**src/include/cds_map.svh**
```systemverilog
// Opcode patterns, field positions and reset values for the file-register op unit
`ifndef CDS_MAP_SVH
`define CDS_MAP_SVH

// ------------------------------------------------------------
// Opcode field layout (12-bit instruction word)
// ------------------------------------------------------------
`define OPC_W         12
`define OPC_HI        11
`define OPC_LO        6
`define DEST_BIT      5
`define FREG_HI       4
`define FREG_LO       0

// ------------------------------------------------------------
// Top six bits of each handled opcode
// ------------------------------------------------------------
`define OPC_COMPLEMENT 6'h09
`define OPC_DECREMENT  6'h03
`define OPC_DEC_SKIP   6'h0B

// ------------------------------------------------------------
// Reset values
// ------------------------------------------------------------
`define ACC_RESET     8'h00
`define ZERO_RESET    1'b0

`endif

```
**src/include/cds_pkg.sv**
```systemverilog
// Types shared by the file-register op unit
package cds_pkg;
    typedef enum logic [1:0] {
        OP_NONE,
        OP_COMPLEMENT,
        OP_DECREMENT,
        OP_DEC_SKIP
    } file_op_t;

    typedef enum {
        ST_EXECUTE,
        ST_NO_OPERATION
    } exec_state_t;
endpackage
```
**src/core/file_op_unit.sv**
```systemverilog
// Decode and execution of complement, decrement and decrement-skip-if-zero
//
// How it works
// - Complement inverts addressed register bits.
// - Destination bit selects accumulator or register.
// - Decrement subtracts one from register.
// - Decrement-skip subtracts one, routed by destination.
// - Zero decrement-skip result discards next, runs no_operation.
`timescale 1ns/100ps
`default_nettype none
`include "cds_map.svh"

module file_op_unit
    import cds_pkg::*;
#(
    parameter int DATA_W = 8,
    parameter int FREG_W = 5
) (
    // Clock and reset
    input wire logic clk_sys,
    input wire logic sys_rst,
    // Instruction from fetch
    input wire logic instr_valid,
    input wire logic [`OPC_W-1:0] instr_word,
    // File register read port (combinational, same clock)
    output logic [FREG_W-1:0] freg_addr,
    input wire logic [DATA_W-1:0] freg_rdata,
    // File register write port
    output logic freg_we,
    output logic [FREG_W-1:0] freg_waddr,
    output logic [DATA_W-1:0] freg_wdata,
    // Accumulator and status
    output logic [DATA_W-1:0] acc_out,
    output logic zero_flag,
    // Fetch control
    output logic discard_fetched,
    output logic busy
);

    // ------------------------------------------------------------
    // Decode
    // ------------------------------------------------------------
    function automatic file_op_t decode_op(input logic [`OPC_W-1:0] w);
        case (w[`OPC_HI:`OPC_LO])
            `OPC_COMPLEMENT: decode_op = OP_COMPLEMENT;
            `OPC_DECREMENT: decode_op = OP_DECREMENT;
            `OPC_DEC_SKIP: decode_op = OP_DEC_SKIP;
            default: decode_op = OP_NONE;
        endcase
    endfunction

    exec_state_t state_reg, state_next;
    logic [DATA_W-1:0] acc_reg, acc_next;
    logic zero_reg, zero_next;
    logic we_reg, we_next;
    logic [FREG_W-1:0] waddr_reg, waddr_next;
    logic [DATA_W-1:0] wdata_reg, wdata_next;
    logic discard_reg, discard_next;
    file_op_t op;
    logic [DATA_W-1:0] result;
    logic to_reg;
    logic take;

    assign op = decode_op(instr_word);
    assign to_reg = instr_word[`DEST_BIT];
    assign freg_addr = instr_word[`FREG_HI:`FREG_LO];
    // Discarded word must not execute, so no new op during the no_operation slot
    assign take = instr_valid && (state_reg == ST_EXECUTE) && (op != OP_NONE);

    // ------------------------------------------------------------
    // Datapath and next state
    // ------------------------------------------------------------
    // Operand read is same-cycle, write lands a cycle later:
    // the register file must forward for back-to-back use of one register
    always_comb begin
        result = '0;
        case (op)
            OP_COMPLEMENT: result = ~freg_rdata;
            OP_DECREMENT: result = freg_rdata - DATA_W'(1);
            OP_DEC_SKIP: result = freg_rdata - DATA_W'(1);
            default: result = '0;
        endcase
    end

    always_comb begin
        state_next = ST_EXECUTE;
        acc_next = acc_reg;
        zero_next = zero_reg;
        we_next = 1'b0;
        waddr_next = waddr_reg;
        wdata_next = wdata_reg;
        discard_next = 1'b0;
        if (take) begin
            if (to_reg) begin
                we_next = 1'b1;
                waddr_next = freg_addr;
                wdata_next = result;
            end else begin
                acc_next = result;
            end
            // Skip keeps status so a loop counter leaves the caller's flag intact
            if (op != OP_DEC_SKIP) begin
                zero_next = (result == '0);
            end
            if (op == OP_DEC_SKIP && result == '0) begin
                state_next = ST_NO_OPERATION;
                discard_next = 1'b1;
            end
        end
    end

    always_ff @(posedge clk_sys or posedge sys_rst) begin
        if (sys_rst) begin
            state_reg <= ST_EXECUTE;
            acc_reg <= `ACC_RESET;
            zero_reg <= `ZERO_RESET;
            we_reg <= 1'b0;
            waddr_reg <= '0;
            wdata_reg <= '0;
            discard_reg <= 1'b0;
        end else begin
            state_reg <= state_next;
            acc_reg <= acc_next;
            zero_reg <= zero_next;
            we_reg <= we_next;
            waddr_reg <= waddr_next;
            wdata_reg <= wdata_next;
            discard_reg <= discard_next;
        end
    end

    assign acc_out = acc_reg;
    assign zero_flag = zero_reg;
    assign freg_we = we_reg;
    assign freg_waddr = waddr_reg;
    assign freg_wdata = wdata_reg;
    assign discard_fetched = discard_reg;
    // State decode, not a flop copy, so it cannot drift from the stall
    assign busy = (state_reg == ST_NO_OPERATION);

    // ------------------------------------------------------------
    // Assertions
    // ------------------------------------------------------------
    AST_COMPLEMENT_TO_ACC: assert property (@(posedge clk_sys) disable iff (sys_rst)
        take && op == OP_COMPLEMENT && !to_reg |=> acc_out == ~$past(freg_rdata))
        else $error("complement result wrong in accumulator");

    AST_DEST_REG_WRITE: assert property (@(posedge clk_sys) disable iff (sys_rst)
        take && to_reg |=> freg_we && freg_waddr == $past(freg_addr) && $stable(acc_out))
        else $error("register destination not written");

    AST_DEST_ACC_NO_WRITE: assert property (@(posedge clk_sys) disable iff (sys_rst)
        take && !to_reg |=> !freg_we)
        else $error("accumulator destination wrote register");

    AST_DECREMENT_VALUE: assert property (@(posedge clk_sys) disable iff (sys_rst)
        take && op == OP_DECREMENT && to_reg |=> freg_wdata == $past(freg_rdata) - 8'h01)
        else $error("decrement result wrong");

    AST_DEC_SKIP_VALUE: assert property (@(posedge clk_sys) disable iff (sys_rst)
        take && op == OP_DEC_SKIP && !to_reg |=> acc_out == $past(freg_rdata) - 8'h01)
        else $error("decrement-skip result wrong");

    AST_COMPLEMENT_TO_REG: assert property (@(posedge clk_sys) disable iff (sys_rst)
        take && op == OP_COMPLEMENT && to_reg |=> freg_wdata == ~$past(freg_rdata))
        else $error("complement result wrong in register write");

    AST_DECREMENT_TO_ACC: assert property (@(posedge clk_sys) disable iff (sys_rst)
        take && op == OP_DECREMENT && !to_reg |=> acc_out == $past(freg_rdata) - 8'h01)
        else $error("decrement result wrong in accumulator");

    AST_DEC_SKIP_TO_REG: assert property (@(posedge clk_sys) disable iff (sys_rst)
        take && op == OP_DEC_SKIP && to_reg |=> freg_we && freg_wdata == $past(freg_rdata) - 8'h01)
        else $error("decrement-skip register write wrong");

    AST_IDLE_NO_WRITE: assert property (@(posedge clk_sys) disable iff (sys_rst)
        !take |=> !freg_we && $stable(acc_out))
        else $error("result written without a taken op");

    // ------------------------------------------------------------
    // Skip, stall and zero flag checks
    // ------------------------------------------------------------

    AST_SKIP_TWO_CYCLES: assert property (@(posedge clk_sys) disable iff (sys_rst)
        take && op == OP_DEC_SKIP && freg_rdata == 8'h01
        |=> discard_fetched && busy ##1 !busy && !discard_fetched)
        else $error("skip did not take exactly two cycles");

    AST_NO_SKIP_NONZERO: assert property (@(posedge clk_sys) disable iff (sys_rst)
        take && op == OP_DEC_SKIP && freg_rdata != 8'h01 |=> !busy && !discard_fetched)
        else $error("skip taken on nonzero result");

    AST_BUSY_IGNORES: assert property (@(posedge clk_sys) disable iff (sys_rst)
        busy |=> !freg_we && !discard_fetched && !busy && $stable(acc_out) && $stable(zero_flag))
        else $error("word in the no_operation slot had an effect");

    AST_DISCARD_WITH_BUSY: assert property (@(posedge clk_sys) disable iff (sys_rst)
        discard_fetched == busy)
        else $error("discard pulse and stall slot disagree");

    AST_ZERO_FLAG: assert property (@(posedge clk_sys) disable iff (sys_rst)
        take && op != OP_DEC_SKIP |=> zero_flag == ($past(result) == 8'h00))
        else $error("zero flag wrong");

    AST_SKIP_KEEPS_ZERO: assert property (@(posedge clk_sys) disable iff (sys_rst)
        take && op == OP_DEC_SKIP |=> $stable(zero_flag))
        else $error("decrement-skip changed zero flag");

    AST_ZERO_HELD_IDLE: assert property (@(posedge clk_sys) disable iff (sys_rst)
        !take |=> $stable(zero_flag))
        else $error("zero flag changed without a taken op");

    // ------------------------------------------------------------
    // Cover points
    // ------------------------------------------------------------

    COV_SKIP: cover property (@(posedge clk_sys) disable iff (sys_rst)
        take && op == OP_DEC_SKIP && freg_rdata == 8'h01);
    COV_COMPLEMENT_REG: cover property (@(posedge clk_sys) disable iff (sys_rst)
        take && op == OP_COMPLEMENT && to_reg);
    COV_DECREMENT_ZERO: cover property (@(posedge clk_sys) disable iff (sys_rst)
        take && op == OP_DECREMENT && freg_rdata == 8'h01);
    COV_SKIP_NONZERO: cover property (@(posedge clk_sys) disable iff (sys_rst)
        take && op == OP_DEC_SKIP && freg_rdata != 8'h01);
    COV_WORD_DROPPED: cover property (@(posedge clk_sys) disable iff (sys_rst)
        busy && instr_valid);

endmodule

`default_nettype wire

```
**config.mk**
```make
export PLATFORM = sky130hd
export DESIGN_NAME = file_op_unit
export DESIGN_NICKNAME = d
export VERILOG_FILES = /design/src/include/cds_pkg.sv /design/src/core/file_op_unit.sv
export VERILOG_INCLUDE_DIRS = /design/src /design/src/include
export SDC_FILE = /design/constraint.sdc
export NUM_CORES = 1
export LEC_CHECK = 0
export BUFFER_PORTS_ARGS = -buffer_cell sky130_fd_sc_hd__buf_2
export CAP_MARGIN = 5
export CORE_ASPECT_RATIO = 1.2
export CORE_MARGIN = 2
export CORE_UTILIZATION = 30
export DETAILED_ROUTE_END_ITERATION = 6
export SLEW_MARGIN = 20
export SYNTH_ARGS = -nofsm -noshare
export SYNTH_HDL_FRONTEND = slang
export SYNTH_SLANG_ARGS = --single-unit
export TNS_END_PERCENT = 100
```
**constraint.sdc**
```tcl
create_clock -name clk_sys -period 1.77 [get_ports clk_sys]
set_input_delay 0.2655 -clock clk_sys [delete_from_list [all_inputs] [get_ports clk_sys]]
set_output_delay 0.2655 -clock clk_sys [all_outputs]
set_load 0.01 [all_outputs]
```
==> results.toml <==
[outcome]
status = "finished, final reports clean"

[place]
dpl_cell_area_um2 = 1790
dp_hpwl_mm = 2.36
dp_worst_setup_slack_ns = -0.249
place_congestion = 0.813
portBuffers = 52

[finish]
n_antenna_cell = 0
utilization = 0.431
fin_nets = 214
layout.filler_cells = 445
drive_above_1_share = 0.553
multi_input_area_um2 = 667
seq_area_um2 = 601
fin_area_um2 = 1850
area_growth_pct = 36.5

[sta]
clock_skew_ns = 0.00258
clock.fmax_mhz = 586
relSlewSlack = 0.797
fin_crit_ns = 1.71
slew_viol_final = 0
tightest_slew_ns = 0.304
rsz0062_at_grt = "yes"
fin_tns_setup_ns = 0
setup_viol = 0
hold_viol_final = 0
layout_setup_ws_ns = 0.0645
fin_crit_sh = 0.964

[clocking]
cts_root_buf = "clkbuf_8"
cts_buffers = 3
htree_levels = 1
cts_tree = "built"
clk_path_buf_depth = 2
clkTransAtPathRegs_ns = 0.08
clock_latency_ns = 0.26
clock-sinks = 24

[synth]
synth_area_leader_cell = "dfrtp_1"
synth.ff_latch_count = 24
synth_area_um2 = 1360
yosys_warnings = 0
syn_inst = 122
synth_area_leaders = "dfrtp_1 44%, mux2_2 10%, mux2_4 6.6%"
synthArstFlopShare = 1.00
synth_nets = 146
synth_cell_types = 38
synth_edf_count = 0
yosysSeqAreaShare = 0.443
yosysMostFrequentCell = "dfrtp_1"
yosysTopAreaCellShare = 0.443
syn_avg_cell_area_um2 = 11.1
synth_common_cells = "24 x dfrtp_1, 12 x mux2_2, 10 x nand2_1, 7 x inv_1"
yosys_most_used_dff = "dfrtp_1"

[die]
start_util = 0.316
fp.dieW_um = 65.4
coreArea_um2 = 4290
num_rows = 26
die_area_um2 = 5070
io_pins = 53
die_h_um = 77.6

[setup_path]
end_kind = "flop"
cp.arrival_ns = 1.86
crit_chain = "buf_6 -> or4b_4 -> nor3b_4 -> buf_4 -> o211ai_4 -> buf_12 -> mux2_4"
timing_worst_setup_path_type = "input port to flop"
cp_top_family = "simple AND/OR/NAND/NOR gates"
cp_slowest_stage_delay_ns = 0.55
slowest_stage = "or4b_4"
cp_max_fo = 13
critPathBufInv = 3
crit_path_start_kind = "input port"
critPathRequiredTime_ns = 1.92

[pwr]
power_leakage_nw = 0.969
power_density_nw_per_um2 = 688
irDropWorstVdd_uv = 289

[route]
drcViolationCount = 0
routed_wl_mm = 2.95
drtIter0Drc = 39
vias = 1120
drtPass1Iterations = 4
ant_nets = 0
wl_per_cell_um = 12.1
via_per_inst = 4.59

[global_route]
gr-usage-all-layers = 0.119
antenna_found_initial = 0
grt_pass1_wl_mm = 4.66
grt_max_degree = 25
grt_pass1_vias = 987
grt_overflow = 0

[run]
drv_cap = 0

[min_path]
hold_class = "input port to asynchronous set/reset pin"
[worst paths after layout]
path | startpoint | to | slack [ns] | depth (start not counted)
min in group clk_sys | instr_word[3] | freg_waddr[3]$_DFFE_PP0P_ | 0.24 | 2
hold reg to reg | freg_wdata[0]$_DFFE_PP0P_ | freg_wdata[0]$_DFFE_PP0P_ | 0.48 | 2
hold / removal | sys_rst | freg_wdata[4]$_DFFE_PP0P_ | 0.03 | 3
max in group asynchronous | sys_rst | discard_fetched$_DFF_PP0_ | 1.50 | 3
setup reg to reg | discard_fetched$_DFF_PP0_ | freg_waddr[4]$_DFFE_PP0P_ | 0.32 | 5
setup / recovery | instr_word[8] | freg_waddr[4]$_DFFE_PP0P_ | 0.06 | 7
[layer usage]
metal | global-route usage | vias to the layer above | wire length [um]
li1 | - | 569 | -
met1 | 0.162 | 505 | 1370
met2 | 0.184 | 41 | 1360
met3 | 0.0130 | 5 | 162
met4 | 0.0625 | 0 | 65
met5 | 0 | - | 0
[flip-flops by register name (all words and copies together), names as in the netlist]
name	count
freg_waddr	5
discard_fetched	1
zero_flag	1
freg_wdata	8
freg_we	1
acc_out	8
[cell usage in the layout, fill, tap and decap left out, types with 4 or more instances in the layout]
cell type,instances
mux2_2,11
dfrtp_1,24
buf_2,51
buf_4,21
o21ai_0,6
nor2_1,4
nand2_1,10
inv_1,6
nand3_1,4
mux2_4,7
nor2b_1,4
[area by class of cell]
type | count | area share
clock buffers | 3 | 0.0223
repair buffers | 74 | 0.240
multi-input cells | 80 | 0.361
inverters | 7 | 0.0142
flip-flops and latches | 24 | 0.325
well taps | 56 | 0.0379
[worst register-to-register path: cells and delay by family (launching register included)]
kind	cells	cell delay, ns
simple gates	1	0.23
mux	1	0.30
buf+inv	2	0.32
compound gates	1	0.08
flops	1	0.42
[through the flow]
step / instances / power [W] / hold WS (ns)
floorplan: 122 / 0.000823 / 0.280
finish: 244 / 0.00127 / 0.0289
global placement: 240 / 0.000969 / 0.323
detailed placement: 240 / 0.000975 / 0.331
CTS: 243 / 0.00129 / 0.0431
global route: 244 / 0.00134 / 0.0585
[kinds of logic (layout without fill, tap and decap cells)]
kind of cell,after synthesis,in the layout,synth area share
simple gates,34,34,0.156
flops,24,24,0.443
compound gates,23,23,0.126
mux,19,19,0.174
buf+inv,18,84,0.0729
xor+xnor,3,3,0.0194
fa+ha+maj,1,1,0.00923
[power by group]
part / switching [W] / internal [W]
Combinational: 0.000154 / 0.000162
Clock: 0.000159 / 0.000152
Sequential: 0.0000319 / 0.000613
Total: 0.000345 / 0.000927
[repair_timing]
item,in CTS,in global routing
endpoints found under the setup margin,0,10
resized for setup,0,2
hold buffers,0,0
setup buffers,0,1
Power figures use the tool's default switching activity.
